--- src/common/oscsd_pkg.sv ---
// package: register map, field layout and timing constants for the oscillator select block
package oscsd_pkg;
  localparam int ADDR_W = 4;
  // byte addresses of the registers (word aligned)
  localparam logic [3:0] OFF_OSC_CONTROL = 4'h0;
  localparam logic [3:0] OFF_CLOCK_DIVIDER = 4'h4;
  localparam logic [3:0] OFF_FAST_RC_TUNE = 4'h8;
  localparam logic [3:0] OFF_STATUS = 4'hc;
  // oscillator_control fields
  localparam int CUR_SEL_LSB = 12;
  localparam int NEXT_SEL_LSB = 8;
  localparam int SEL_LOCK_BIT = 7;
  localparam int PLL_LOCK_BIT = 5;
  localparam int CLK_FAIL_BIT = 3;
  localparam int SECONDARY_OSC_DRV_BIT = 2;
  localparam int SECONDARY_OSC_EN_BIT = 1;
  localparam int SWITCH_REQ_BIT = 0;
  // clock_divider fields and the fast rc tune trim field
  localparam int RECOVER_IRQ_BIT = 15;
  localparam int RATIO_LSB = 12;
  localparam int RATIO_EN_BIT = 11;
  localparam int POSTSCALE_LSB = 8;
  localparam int TRIM_LSB = 0;
  // reset values
  localparam logic [2:0] RATIO_RST = 3'h3;
  localparam logic [2:0] POSTSCALE_RST = 3'h1;
  localparam logic [5:0] TRIM_RST = 6'h00;
  // unlock keys
  localparam logic [7:0] KEY_HI_A = 8'h78;
  localparam logic [7:0] KEY_HI_B = 8'h9a;
  localparam logic [7:0] KEY_LO_A = 8'h46;
  localparam logic [7:0] KEY_LO_B = 8'h57;
  // new-clock cycles waited before the switch
  localparam int SETTLE_CYCLES = 10;
  localparam logic [31:0] RD_UNMAPPED = 32'h0000_0000;

  typedef enum logic [2:0] {
    OSCSD_SRC_FAST_RC = 3'h0,
    OSCSD_SRC_FAST_RC_MULT = 3'h1,
    OSCSD_SRC_PRIMARY = 3'h2,
    OSCSD_SRC_PRIMARY_PLL = 3'h3,
    OSCSD_SRC_SECONDARY = 3'h4,
    OSCSD_SRC_LOW_POWER_RC = 3'h5,
    OSCSD_SRC_SLOW_RC_DIV = 3'h6,
    OSCSD_SRC_FAST_RC_DIV = 3'h7
  } oscsd_src_t;

  typedef enum logic [1:0] {
    OSCSD_SW_IDLE = 2'b00,
    OSCSD_SW_START = 2'b01,
    OSCSD_SW_SETTLE = 2'b11
  } oscsd_sw_state_t;

  typedef struct packed {
    logic [ADDR_W-1:0] address;
    logic read;
    logic write;
    logic [3:0] byteenable;
    logic [31:0] writedata;
  } oscsd_avs_req_t;

  typedef struct packed {
    logic [31:0] readdata;
    logic waitrequest;
  } oscsd_avs_rsp_t;

  typedef struct packed {
    logic [2:0] src_sel;
    logic secondary_osc_en;
    logic secondary_osc_high_power;
    logic ratio_en;
    logic [2:0] ratio;
    logic [2:0] postscale;
    logic [5:0] trim;
  } oscsd_ctrl_t;
endpackage : oscsd_pkg

--- src/rtl/oscsd_top.sv ---
// oscillator select, clock divider and fast rc trim control with an avalon-mm slave
//
// Our own choices: the address map and the Avalon-MM register port.
`timescale 1ns/1ps
// Contract
// - current source field read-only, hardware updated
// - next source writable, reset from configuration
// - lock bit freezes selections when monitor enabled
// - monitor disabled: lock ignored, switching allowed
// - pll lock status reflects locked or timer
// - pll lock zero during switch, non-pll mode
// - hardware sets clock fail; software clears only
// - drive bit forces high-power secondary circuit
// - digital-input secondary: drive bit has no effect
// - enable bit turns secondary oscillator on
// - switch request starts switch, hardware clears
// - recover bit: interrupt restores 1:1 ratio
// - interrupt clears ratio enable when recover set
// - postscale divides 8 MHz, default divide 2
// - postscale divides 500 kHz same codes
// - six-bit signed fast rc trim field
// - same source: abort; else clear lock, fail (code clears only fail; lock stays set until reset)
// - wait ten new clocks then copy selection
// - switching disabled: request held zero
module oscsd_top (
  input wire logic clk_i, // 50 MHz system clock
  input wire logic rstn_i, // async reset, active low
  input wire oscsd_pkg::oscsd_avs_req_t avs_req_i, // avalon-mm request
  output oscsd_pkg::oscsd_avs_rsp_t avs_rsp_o, // avalon-mm answer
  input wire logic [2:0] initial_clock_cfg_i, // fuse: power-on source
  input wire logic switch_monitor_cfg_i, // fuse: 0 enables switching
  input wire logic fail_safe_monitor_en_i, // fail-safe monitor enabled
  input wire logic secondary_source_cfg_i, // fuse: 0 digital input, 1 crystal
  input wire logic pll_locked_i, // pin: pll locked or timer satisfied
  input wire logic source_ready_i, // pin: new source running and settled
  input wire logic new_clock_tick_i, // pin: toggles each new-source cycle
  input wire logic clock_fail_i, // pin: monitor detected a failure
  input wire logic irq_i, // interrupt taken, same clock domain
  output oscsd_pkg::oscsd_ctrl_t ctrl_o // selects to the clock tree
);
  // pin inputs through two flops
  logic [3:0] sync1, sync2;
  logic pll_locked_s, ready_s, tick_s, fail_s, tick_d;
  always_ff @(posedge clk_i or negedge rstn_i)
  begin
    if (!rstn_i)
    begin
      sync1 <= 4'h0;
      sync2 <= 4'h0;
      tick_d <= 1'b0;
    end
    else
    begin
      sync1 <= {pll_locked_i, source_ready_i, new_clock_tick_i, clock_fail_i};
      sync2 <= sync1;
      tick_d <= tick_s;
    end
  end
  assign {pll_locked_s, ready_s, tick_s, fail_s} = sync2;
  wire new_clk_edge = tick_s ^ tick_d;
  function automatic logic uses_pll(input logic [2:0] s);
    uses_pll = (s == oscsd_pkg::OSCSD_SRC_PRIMARY_PLL) || (s == oscsd_pkg::OSCSD_SRC_FAST_RC_MULT);
  endfunction : uses_pll

  // registers
  logic [2:0] cur_sel, next_sel, ratio, postscale;
  logic sel_lock, clk_fail, secondary_osc_drv, secondary_osc_en, sw_req, recover_irq, ratio_en, cfg_loaded;
  logic [5:0] trim;
  logic [1:0] hi_key, lo_key;
  oscsd_pkg::oscsd_sw_state_t sw_state;
  logic [3:0] settle_cnt;

  wire switching_on = !switch_monitor_cfg_i;
  wire lock_active = switching_on && fail_safe_monitor_en_i && sel_lock;
  wire is_osc = avs_req_i.address == oscsd_pkg::OFF_OSC_CONTROL;
  wire is_div = avs_req_i.address == oscsd_pkg::OFF_CLOCK_DIVIDER;
  wire is_tune = avs_req_i.address == oscsd_pkg::OFF_FAST_RC_TUNE;
  wire wr = avs_req_i.write;
  wire [31:0] wd = avs_req_i.writedata;
  wire [3:0] be = avs_req_i.byteenable;
  wire wr_hi = wr && is_osc && be[1];
  wire wr_lo = wr && is_osc && be[0];
  // a new-clock cycle only counts once the source (and pll, if used) is ready
  wire settle_ok = ready_s && (!uses_pll(next_sel) || pll_locked_s) && new_clk_edge;
  wire switch_done = (sw_state == oscsd_pkg::OSCSD_SW_SETTLE) && settle_ok
                     && (settle_cnt == 4'(oscsd_pkg::SETTLE_CYCLES - 1));
  wire redundant = (sw_state == oscsd_pkg::OSCSD_SW_START) && (next_sel == cur_sel);
  wire valid_start = (sw_state == oscsd_pkg::OSCSD_SW_START) && (next_sel != cur_sel);

  // key sequences arm one following byte write
  always_ff @(posedge clk_i or negedge rstn_i)
  begin
    if (!rstn_i)
    begin
      hi_key <= 2'h0;
      lo_key <= 2'h0;
    end
    else
    begin
      if (wr_hi)
        hi_key <= (hi_key == 2'h0 && wd[15:8] == oscsd_pkg::KEY_HI_A) ? 2'h1 :
                  (hi_key == 2'h1 && wd[15:8] == oscsd_pkg::KEY_HI_B) ? 2'h2 : 2'h0;
      if (wr_lo)
        lo_key <= (lo_key == 2'h0 && wd[7:0] == oscsd_pkg::KEY_LO_A) ? 2'h1 :
                  (lo_key == 2'h1 && wd[7:0] == oscsd_pkg::KEY_LO_B) ? 2'h2 : 2'h0;
    end
  end
  wire hi_store = wr_hi && (hi_key == 2'h2);
  wire lo_store = wr_lo && (lo_key == 2'h2);
  // selection fields, loaded from configuration after reset release
  always_ff @(posedge clk_i or negedge rstn_i)
  begin
    if (!rstn_i)
    begin
      cfg_loaded <= 1'b0;
      cur_sel <= 3'h0;
      next_sel <= 3'h0;
    end
    else if (!cfg_loaded)
    begin
      cfg_loaded <= 1'b1;
      cur_sel <= initial_clock_cfg_i;
      next_sel <= initial_clock_cfg_i;
    end
    else
    begin
      if (!switching_on)
        cur_sel <= initial_clock_cfg_i;
      else if (switch_done)
        cur_sel <= next_sel;
      if (hi_store && !lock_active && sw_state == oscsd_pkg::OSCSD_SW_IDLE)
        next_sel <= wd[oscsd_pkg::NEXT_SEL_LSB +: 3];
    end
  end

  // switch sequencer
  always_ff @(posedge clk_i or negedge rstn_i)
  begin
    if (!rstn_i)
    begin
      sw_state <= oscsd_pkg::OSCSD_SW_IDLE;
      sw_req <= 1'b0;
      settle_cnt <= 4'h0;
    end
    else if (!switching_on)
    begin
      sw_state <= oscsd_pkg::OSCSD_SW_IDLE;
      sw_req <= 1'b0;
    end
    else
    begin
      case (sw_state)
        oscsd_pkg::OSCSD_SW_IDLE:
        begin
          if (lo_store && wd[oscsd_pkg::SWITCH_REQ_BIT] && !lock_active && cfg_loaded)
          begin
            sw_req <= 1'b1;
            sw_state <= oscsd_pkg::OSCSD_SW_START;
          end
        end
        oscsd_pkg::OSCSD_SW_START:
        begin
          settle_cnt <= 4'h0;
          if (redundant)
          begin
            sw_req <= 1'b0;
            sw_state <= oscsd_pkg::OSCSD_SW_IDLE;
          end
          else
            sw_state <= oscsd_pkg::OSCSD_SW_SETTLE;
        end
        oscsd_pkg::OSCSD_SW_SETTLE:
        begin
          if (settle_ok)
          begin
            settle_cnt <= settle_cnt + 4'h1;
            if (switch_done)
            begin
              sw_req <= 1'b0;
              sw_state <= oscsd_pkg::OSCSD_SW_IDLE;
            end
          end
        end
        default:
          sw_state <= oscsd_pkg::OSCSD_SW_IDLE;
      endcase
    end
  end

  // lock, fail and secondary oscillator bits
  always_ff @(posedge clk_i or negedge rstn_i)
  begin
    if (!rstn_i)
    begin
      sel_lock <= 1'b0;
      clk_fail <= 1'b0;
      secondary_osc_drv <= 1'b0;
      secondary_osc_en <= 1'b0;
    end
    else
    begin
      if (lo_store && wd[oscsd_pkg::SEL_LOCK_BIT])
        sel_lock <= 1'b1;
      if (fail_s)
        clk_fail <= 1'b1;
      else if (valid_start)
        clk_fail <= 1'b0;
      else if (lo_store && !wd[oscsd_pkg::CLK_FAIL_BIT])
        clk_fail <= 1'b0;
      if (lo_store)
      begin
        secondary_osc_drv <= wd[oscsd_pkg::SECONDARY_OSC_DRV_BIT];
        secondary_osc_en <= wd[oscsd_pkg::SECONDARY_OSC_EN_BIT];
      end
    end
  end

  // divider and trim
  always_ff @(posedge clk_i or negedge rstn_i)
  begin
    if (!rstn_i)
    begin
      recover_irq <= 1'b0;
      ratio <= oscsd_pkg::RATIO_RST;
      ratio_en <= 1'b0;
      postscale <= oscsd_pkg::POSTSCALE_RST;
      trim <= oscsd_pkg::TRIM_RST;
    end
    else
    begin
      if (wr && is_div && be[1])
      begin
        recover_irq <= wd[oscsd_pkg::RECOVER_IRQ_BIT];
        ratio <= wd[oscsd_pkg::RATIO_LSB +: 3];
        postscale <= wd[oscsd_pkg::POSTSCALE_LSB +: 3];
      end
      if (irq_i && recover_irq)
        ratio_en <= 1'b0;
      else if (wr && is_div && be[1])
        ratio_en <= wd[oscsd_pkg::RATIO_EN_BIT];
      if (wr && is_tune && be[0])
        trim <= wd[oscsd_pkg::TRIM_LSB +: 6];
    end
  end

  wire pll_status = pll_locked_s && uses_pll(cur_sel) && sw_state == oscsd_pkg::OSCSD_SW_IDLE;
  // read path: one wait cycle, readdata registered
  logic rd_done;
  logic [31:0] rdata;
  always_ff @(posedge clk_i or negedge rstn_i)
  begin
    if (!rstn_i)
    begin
      rd_done <= 1'b0;
      rdata <= 32'h0000_0000;
    end
    else
    begin
      rd_done <= avs_req_i.read && !rd_done;
      if (!avs_req_i.read)
        rdata <= oscsd_pkg::RD_UNMAPPED;
      else if (is_osc)
        rdata <= {16'h0000, 1'b0, cur_sel, 1'b0, next_sel, sel_lock, 1'b0, pll_status, 1'b0,
                  clk_fail, secondary_osc_drv, secondary_osc_en, sw_req};
      else if (is_div)
        rdata <= {16'h0000, recover_irq, ratio, ratio_en, postscale, 8'h00};
      else if (is_tune)
        rdata <= {26'h0000000, trim};
      else if (avs_req_i.address == oscsd_pkg::OFF_STATUS)
        rdata <= {30'h00000000, sw_state};
      else
        rdata <= oscsd_pkg::RD_UNMAPPED;
    end
  end
  assign avs_rsp_o.readdata = rdata;
  assign avs_rsp_o.waitrequest = avs_req_i.read && !rd_done;

  // outputs to the clock tree
  always_ff @(posedge clk_i or negedge rstn_i)
  begin
    if (!rstn_i)
      ctrl_o <= '0;
    else
    begin
      ctrl_o.src_sel <= cur_sel;
      ctrl_o.secondary_osc_en <= secondary_osc_en;
      ctrl_o.secondary_osc_high_power <= secondary_source_cfg_i && secondary_osc_drv;
      ctrl_o.ratio_en <= ratio_en;
      ctrl_o.ratio <= ratio;
      ctrl_o.postscale <= postscale;
      ctrl_o.trim <= trim;
    end
  end

  // checks
  property p_sel_ro;
    @(posedge clk_i) disable iff (!rstn_i)
    cfg_loaded && switching_on && !switch_done |=> cur_sel == $past(cur_sel);
  endproperty
  a_sel_ro: assert property (p_sel_ro) else $error("current select changed without switch");
  property p_lock;
    @(posedge clk_i) disable iff (!rstn_i)
    lock_active && sw_state == oscsd_pkg::OSCSD_SW_IDLE |=> !sw_req;
  endproperty
  a_lock: assert property (p_lock) else $error("switch started while locked");
  property p_pll0;
    @(posedge clk_i) disable iff (!rstn_i)
    (sw_state != oscsd_pkg::OSCSD_SW_IDLE) || !uses_pll(cur_sel) |-> !pll_status;
  endproperty
  a_pll0: assert property (p_pll0) else $error("pll status set during switch or non-pll mode");
  property p_fail;
    @(posedge clk_i) disable iff (!rstn_i)
    fail_s |=> clk_fail;
  endproperty
  a_fail: assert property (p_fail) else $error("clock fail not set");
  property p_redundant;
    @(posedge clk_i) disable iff (!rstn_i)
    redundant |=> !sw_req ##1 sw_state == oscsd_pkg::OSCSD_SW_IDLE;
  endproperty
  a_redundant: assert property (p_redundant) else $error("redundant switch not aborted");
  property p_done;
    @(posedge clk_i) disable iff (!rstn_i)
    switch_done && switching_on |=> !sw_req && cur_sel == $past(next_sel);
  endproperty
  a_done: assert property (p_done) else $error("switch completion wrong");
  property p_roi;
    @(posedge clk_i) disable iff (!rstn_i)
    irq_i && recover_irq |=> !ratio_en;
  endproperty
  a_roi: assert property (p_roi) else $error("ratio enable survived interrupt");
  property p_nosw;
    @(posedge clk_i) disable iff (!rstn_i)
    !switching_on |=> !sw_req;
  endproperty
  a_nosw: assert property (p_nosw) else $error("request set with switching disabled");
  c_switch: cover property (@(posedge clk_i) switch_done);
  c_redundant: cover property (@(posedge clk_i) redundant);
  c_roi: cover property (@(posedge clk_i) irq_i && recover_irq && ratio_en);
endmodule : oscsd_top

--- config.mk ---
export PLATFORM = sky130hd
export DESIGN_NAME = oscsd_top
export DESIGN_NICKNAME = d
export VERILOG_FILES = /design/src/common/oscsd_pkg.sv /design/src/rtl/oscsd_top.sv
export SDC_FILE = /design/constraint.sdc
export NUM_CORES = 1
export LEC_CHECK = 0
export ABC_AREA = 1
export ABC_CLOCK_PERIOD_IN_PS = 1300
export BUFFER_PORTS_ARGS = -buffer_cell sky130_fd_sc_hd__buf_2
export CAP_MARGIN = 20
export CORE_UTILIZATION = 35
export CTS_CLUSTER_DIAMETER = 60
export DETAILED_ROUTE_END_ITERATION = 10
export PLACE_DENSITY = 0.7
export RECOVER_POWER = 100
export SLEW_MARGIN = 0
export SYNTH_ARGS = -nofsm -noshare
export SYNTH_HDL_FRONTEND = slang
export SYNTH_SLANG_ARGS = --single-unit
export TNS_END_PERCENT = 20
--- constraint.sdc ---
create_clock -name clk_i -period 1.3 [get_ports clk_i]
set_input_delay 0.26 -clock clk_i [delete_from_list [all_inputs] [get_ports clk_i]]
set_output_delay 0.26 -clock clk_i [all_outputs]
set_load 0.01 [all_outputs]
---- Word-level counts from Yosys, hierarchy flattened ----
Index checks and enable logic that the tools add are counted.
storage, ports and cells
  flip-flop bits (word level) ............. 96
  output and inout bits ................... 51
  bits of input ports ..................... 55
  word-level logic and storage cells ...... 144
cells by class
  eq/ne operators ......................... 27
  bitwise logic cells ..................... 2
  reductions and logical operators ........ 52
  $add $sub $neg .......................... 1
  multiplexer cells ....................... 33
operators by type and width
  kind                                           number
  two-way mux 32 bit                             2
  logical AND 1 bit                              33
  == test 8 x 7 -> 1 bit, second input constant  3
  two-way mux 2 bit                              10
  two-way mux 16 bit                             1
  two-way mux 3 bit                              5
  == test 4 bit, second input constant           3
  != test 3 bit, second input constant           4
  two-way mux 1 bit                              10
  == test 8 bit, second input constant           1
  one-hot mux 4 bit (2 select lines)             1
  == test 2 x 1 -> 1 bit, second input constant  3
  == test 2 bit, second input constant           3
  == test 3 x 1 -> 1 bit, second input constant  2
  == test 3 x 2 -> 1 bit, second input constant  2
  logical NOT 2 bit                              3
  two-way mux 6 bit                              1
  one-hot mux 2 bit (3 select lines)             1
  AND reduction 3 bit                            2
  logical NOT 1 bit                              5
  AND reduction 5 bit                            1
  adder 4 x 1 -> 4 bit, second input constant    1
  == test 4 x 3 -> 1 bit, second input constant  1
  logical NOT 4 bit                              1
  other kinds (13)                               16

---- Logic depth before layout (Yosys ltp) ----
  depth in word-level cells ............... 12
  mapped depth ............................ 12
  mapped depth without buffers ............ 12

---- Least setup slack after synthesis ----
No wires, ideal clock.
  path kind ............................... reg-to-reg
  start point ............................. register settle_cnt[1]
  end point ............................... register sw_req
  cell stages (with the launch flop) ...... 12
  library setup time ...................... 0.116 ns
  path slack .............................. 0.085 ns
  period minus slack after synthesis ...... 1.215 ns
  buffers on the path ..................... 0
  data arrival time ....................... 1.098 ns
  data required time ...................... 1.184 ns
  cells stage by stage .................... dfrtp_1 inv_1 ha_1 nand3_1 nor2_1 nand2_1 nand2_1 nand2_2 nand2_4 nand2_2 nand2_1 nand2_1
between the ends
  cells in the longest elaborated chain, start to end .. 4
ends and longest elaborated chain
  what                                  line              text
  start, declared                       oscsd_top.sv:71   logic [3:0] settle_cnt;
  start signal, assigned                oscsd_top.sv:176  settle_cnt <= settle_cnt + 4'h1;
  == test 4 bit                         oscsd_top.sv:86   && (settle_cnt == 4'(oscsd_pkg::SETTLE_CYCLES - 1));
  logical AND 1 bit                     oscsd_top.sv:86
  != test 3 bit (no source line)        n/a
  AND reduction 5 bit (no source line)  n/a
  end signal, assigned                  oscsd_top.sv:142  sw_req <= 1'b0;
  end signal, assigned                  oscsd_top.sv:148  sw_req <= 1'b0;
  end signal, assigned                  oscsd_top.sv:157  sw_req <= 1'b1;
  end, declared                         oscsd_top.sv:67   logic sel_lock, clk_fail, secondary_osc_drv, secondary_osc_en, sw_req, recover_irq, ratio_en, cfg_loaded;
Every way passes these cells.
A chain may end at the register's enable or synchronous reset.

---- Worst setup path after layout ----
  start point ............................. register next_sel[0]
  end point ............................... register sw_state[0]
between the ends
  cells in the longest elaborated chain, start to end .. 10
  elaborated cells on any way between the ends .. 17
ends and longest elaborated chain
  what                                                              line              text
  start, declared                                                   oscsd_top.sv:66   logic [2:0] cur_sel, next_sel, ratio, postscale;
  start signal, assigned                                            oscsd_top.sv:123  next_sel <= initial_clock_cfg_i;
  start signal, assigned                                            oscsd_top.sv:132  next_sel <= wd[oscsd_pkg::NEXT_SEL_LSB +: 3];
  == test 3 x 2 -> 1 bit or == test 3 x 1 -> 1 bit (tied branches)  oscsd_top.sv:62   uses_pll = (s == oscsd_pkg::OSCSD_SRC_PRIMARY_PLL) || (s == oscsd_pkg::OSCSD_SRC_FAST_RC_MULT);
  logical OR 1 bit                                                  oscsd_top.sv:62
  logical NOT 1 bit                                                 oscsd_top.sv:84   wire settle_ok = ready_s && (!uses_pll(next_sel) || pll_locked_s) && new_clk_edge;
  logical OR 1 bit                                                  oscsd_top.sv:84
  logical AND 1 bit (2 in series)                                   oscsd_top.sv:84
  logical AND 1 bit                                                 oscsd_top.sv:85   wire switch_done = (sw_state == oscsd_pkg::OSCSD_SW_SETTLE) && settle_ok
  logical AND 1 bit                                                 oscsd_top.sv:86
  != test 3 bit (no source line)                                    n/a
  AND reduction 3 bit (no source line)                              n/a
  end signal, assigned                                              oscsd_top.sv:141  sw_state <= oscsd_pkg::OSCSD_SW_IDLE;
  end signal, assigned                                              oscsd_top.sv:147  sw_state <= oscsd_pkg::OSCSD_SW_IDLE;
  end signal, assigned                                              oscsd_top.sv:158  sw_state <= oscsd_pkg::OSCSD_SW_START;
  end, declared                                                     oscsd_top.sv:70   oscsd_pkg::oscsd_sw_state_t sw_state;
Parallel ways exist; a longest one is shown, timed or not.

==> out/results.md <==
| Item | This run | Unit |
|:---|:---|:---|
| Die H | 99.5 | um |
| H-tree depth reported by CTS | 3 | - |
| Number of diodes added for antenna fixing | 0 | - |
| Worst Tran Pin Value | 0.515 | ns |
| Internal power contribution | 4.28 | mW |
| Clk Latency, worst-skew pair | 0.36 | ns |
| Share of power burned in the clock network | 0.343 | - |
| Post-synthesis cell area | 3320 | um2 |
| Critical setup path kind | register to register | - |
| Cell with the largest stage delay on the worst path | sky130_fd_sc_hd__dfrtp_1 | - |
| Tightest Hold Check Type | input pin to register | - |
| Clock tree from TritonCTS | done | - |
| Worst vdd rail ir drop | 0.683 | mV |
| Number of antenna violations at the first check in global routing | 0 | - |
| CP arrival | 1.57 | ns |
| Router iterations before antenna repair | 4 | - |
| 1st-iter DRT viols | 116 | - |
| Total design power | 6.04 | mW |
| Mapped Avg Cell Area | 9.75 | um2 |
| Wire length reported by the detailed router | 7140 | um |
| Routed length per instance | 12.3 | um |
| Proportion of netlist area held by the largest area contributor | 0.572 | - |
| Global route total overflow | 0 | - |
| RSZ-0062 raised after global routing | yes | - |
| Num ports | 106 | - |
| Post-synth ARST share | 1.00 | - |
| Skew final | 0.00779 | ns |
| Sequential Power Share | 0.486 | - |
| Clock transition time at the flip-flop clock pins of the worst setup and hold paths | 0.09 | ns |
| Reported leakage power | 2.06 | nW |
| Required time at the endpoint of the critical path | 1.54 | ns |
| Pin count of the biggest net entering global routing | 43 | - |
| Final core occ | 0.454 | - |
| Share of synthesized area occupied by flip-flops and latches | 0.596 | - |
| Count leader, synth | sky130_fd_sc_hd__dfrtp_1 | - |
| Floorplan die width | 99.5 | um |
| Number of hold-slack violations in the final timing report | 0 | - |
| Number of nets in the layout | 505 | - |
| Maximum fanout count along the critical path | 2 | - |
| Top cells by instance count after synthesis | sky130_fd_sc_hd__dfrtp_1 (76), sky130_fd_sc_hd__nand2_1 (71), sky130_fd_sc_hd__inv_1 (42), sky130_fd_sc_hd__nor2_1 (31), sky130_fd_sc_hd__o21ai_0 (20) | - |
| Critical Path Start Type | register | - |
| DP HPWL | 5260 | um |
| Largest stage delay on the critical path | 0.39 | ns |
| Root buffer selected by CTS | sky130_fd_sc_hd__clkbuf_8 | - |
| Switching power | 1.76 | mW |
| Area growth from synthesis to layout | 26.1 | % |
| Period utilisation layout | 1.03 | - |
| GP Congestion | 0.832 | - |
| Share of total power consumed by net switching | 0.292 | - |
| Total number of clock tree sinks | 79 | - |
| Num rows | 35 | - |
| Max Root-Sink Buffers | 2 | - |
| Wire length of the first global-routing pass | 11600 | um |
| Number of vias in the routed layout | 2548 | - |
| Post-placement worst setup slack | -0.0389 | ns |
| Total global-route track usage | 0.153 | - |
| Fill cells | 925 | - |
| Maxcap violations | 0 | - |
| Worst path bufs/invs | 1 | - |
| Remaining max-slew budget at the tightest pin | 0.656 | - |
| Ratio of routed vias to standard cells | 4.38 | - |
| Area contributors post-synth | sky130_fd_sc_hd__dfrtp_1 (57%), sky130_fd_sc_hd__nand2_1 (8.0%), sky130_fd_sc_hd__inv_1 (4.7%), sky130_fd_sc_hd__buf_4 (3.8%), sky130_fd_sc_hd__nor2_1 (3.5%) | - |
| Number of global-route vias before repair | 2480 | - |
| Count of synthesis-stage warnings from yosys | 0 | - |
| Family with the most delay on the worst path | simple AND/OR/NAND/NOR gates | - |
| Endpoint class of the critical path | register | - |
| Number of synthesized register bits | 79 | - |
| Timing-limited maximum frequency | 749 | MHz |
| Final sum of negative setup slack | -0.108 | ns |
| Most used flip-flop cell after synthesis | sky130_fd_sc_hd__dfrtp_1 | - |
| Synthesized instance count | 341 | - |
| Number of pins with negative max-slew slack in the final report | 0 | - |
| Run status | finished with violations | - |
| Buffers on Ports | 70 | - |
| Area leader, netlist | sky130_fd_sc_hd__dfrtp_1 | - |
| Final min period | 1.34 | ns |
| Combinational cell fraction of total power | 0.171 | - |
| Fraction of layout cells with a size suffix above 1 | 0.225 | - |
| Post-synth EDFFs | 0 | - |
| # setup viols final | 4 | - |
| Initial Utilization | 0.360 | - |
| Pwr Density | 1440 | nW/um2 |
| CTS buffer count | 9 | - |
| Number of distinct library cells after synthesis | 38 | - |
| DRC | 0 | - |
| Fin worst setup slack | -0.0353 | ns |
| Chain of cells forming the critical path | buf_4 -> xnor2_1 -> nand3_1 -> nand2_2 -> nand2_1 -> nand4_1 -> o21ai_0 | - |
| Core Region | 9240 | um2 |
| Remaining antenna violation count | 0 | - |
| Die area | 9890 | um2 |
| Failing checks | setup timing | - |
-- through the flow --
step	std cells	instance area, um2	hold slack (ns)
after floorplan	357	3380	-0.0356
after global routing	582	4190	0.0774
after global placement	557	3920	0.159
after detailed placement	557	3920	0.164
after CTS	579	4210	0.0585
final	582	4190	0.0794
-- timing repair --
item | 4_1_cts | 5_1_grt
pin swaps | 1 | 6
hold buffers | 5 | 0
gates cloned | 0 | 0
endpoints found under the setup margin | 6 | 14
resized for setup | 2 | 14
endpoints found under the hold margin | 18 | 0
setup buffers | 1 | 3
-- flip-flops by register name, summed over array words and instances, names as in the netlist, 4 cells and up --
signal      flops
trim            6
ctrl_o         18
settle_cnt      4
rdata          15
sync2           4
sync1           4
-- logic make-up after synthesis --
logic type,share of synthesized area
compound gates,0.0907
mux,0.00301
simple gates,0.196
fa+ha+maj,0.00753
xor+xnor,0.0105
buf+inv,0.0941
flops,0.596
other cells,0.00226
-- path summary, 6_finish.rpt --
check,endpoint,depth (start not counted),slack (ns),startpoint
max,sw_state[0],7,-0.04,next_sel[0]
min,ratio_en,2,0.08,irq_i
max reg2reg,sw_state[0],7,-0.04,next_sel[0]
min reg2reg,sync2[1],0,0.36,sync1[1]
max in group asynchronous,sync1[0],3,0.13,rstn_i
min in group asynchronous,ratio[2],2,0.40,rstn_i
-- cell type report --
type	count	area, um2	area share
sequential	79	1980	0.473
inverter	44	165	0.0394
clock buffer	9	124	0.0296
clock inverter	7	104	0.0248
tap	129	161	0.0385
timing repair buffer	100	547	0.130
multi-input combinational	214	1110	0.265
-- placed cells by master, fill, tap and decap left out, types with 2 or more instances in the layout --
cell type                       netlist  routed
sky130_fd_sc_hd__dfrtp_1             76      76
sky130_fd_sc_hd__nand2_1             71      66
sky130_fd_sc_hd__inv_1               42      41
sky130_fd_sc_hd__buf_2                1      35
sky130_fd_sc_hd__clkbuf_1             1      35
sky130_fd_sc_hd__nor2_1              31      31
sky130_fd_sc_hd__o21ai_0             20      29
sky130_fd_sc_hd__conb_1               2      18
sky130_fd_sc_hd__buf_4               17      18
sky130_fd_sc_hd__nand3_1             16      15
sky130_fd_sc_hd__clkbuf_8             0      10
sky130_fd_sc_hd__nand2_2              3       8
sky130_fd_sc_hd__nand4_1              6       6
sky130_fd_sc_hd__a21oi_1              5       5
sky130_fd_sc_hd__dlygate4sd3_1        0       5
sky130_fd_sc_hd__nor2_2               3       4
sky130_fd_sc_hd__a221oi_1             3       3
sky130_fd_sc_hd__nand3_2              2       3
sky130_fd_sc_hd__xnor2_1              3       3
sky130_fd_sc_hd__clkbuf_2             0       3
sky130_fd_sc_hd__dfstp_1              0       3
sky130_fd_sc_hd__a211oi_1             2       2
sky130_fd_sc_hd__inv_2                2       2
sky130_fd_sc_hd__nor2_4               3       2
sky130_fd_sc_hd__o32ai_1              2       2
sky130_fd_sc_hd__o211ai_1             2       2
sky130_fd_sc_hd__o21ai_1              6       2
sky130_fd_sc_hd__inv_6                0       2
sky130_fd_sc_hd__bufinv_16            0       2
sky130_fd_sc_hd__clkinvlp_4           0       2
sky130_fd_sc_hd__clkbuf_4             0       2
-- power by group through the flow --
stage	registers (mW)	logic [mW]	clock network, mW
final	2.93	1.03	2.07
after global routing	2.96	1.17	2.22
after CTS	2.94	0.995	2.13
after detailed placement	2.98	0.966	0
after global placement	2.97	0.943	0
after floorplan	2.99	0.554	0
-- layer usage --
layer	vias up	track usage	part of all wire
met2	80	0.251	0.47
met3	14	0.0401	0.053
met4	0	0.0645	0.019
li1	1276	-	-
met1	1178	0.192	0.45
met5	-	0	0
No activity file was read; power rests on OpenSTA's default activity.
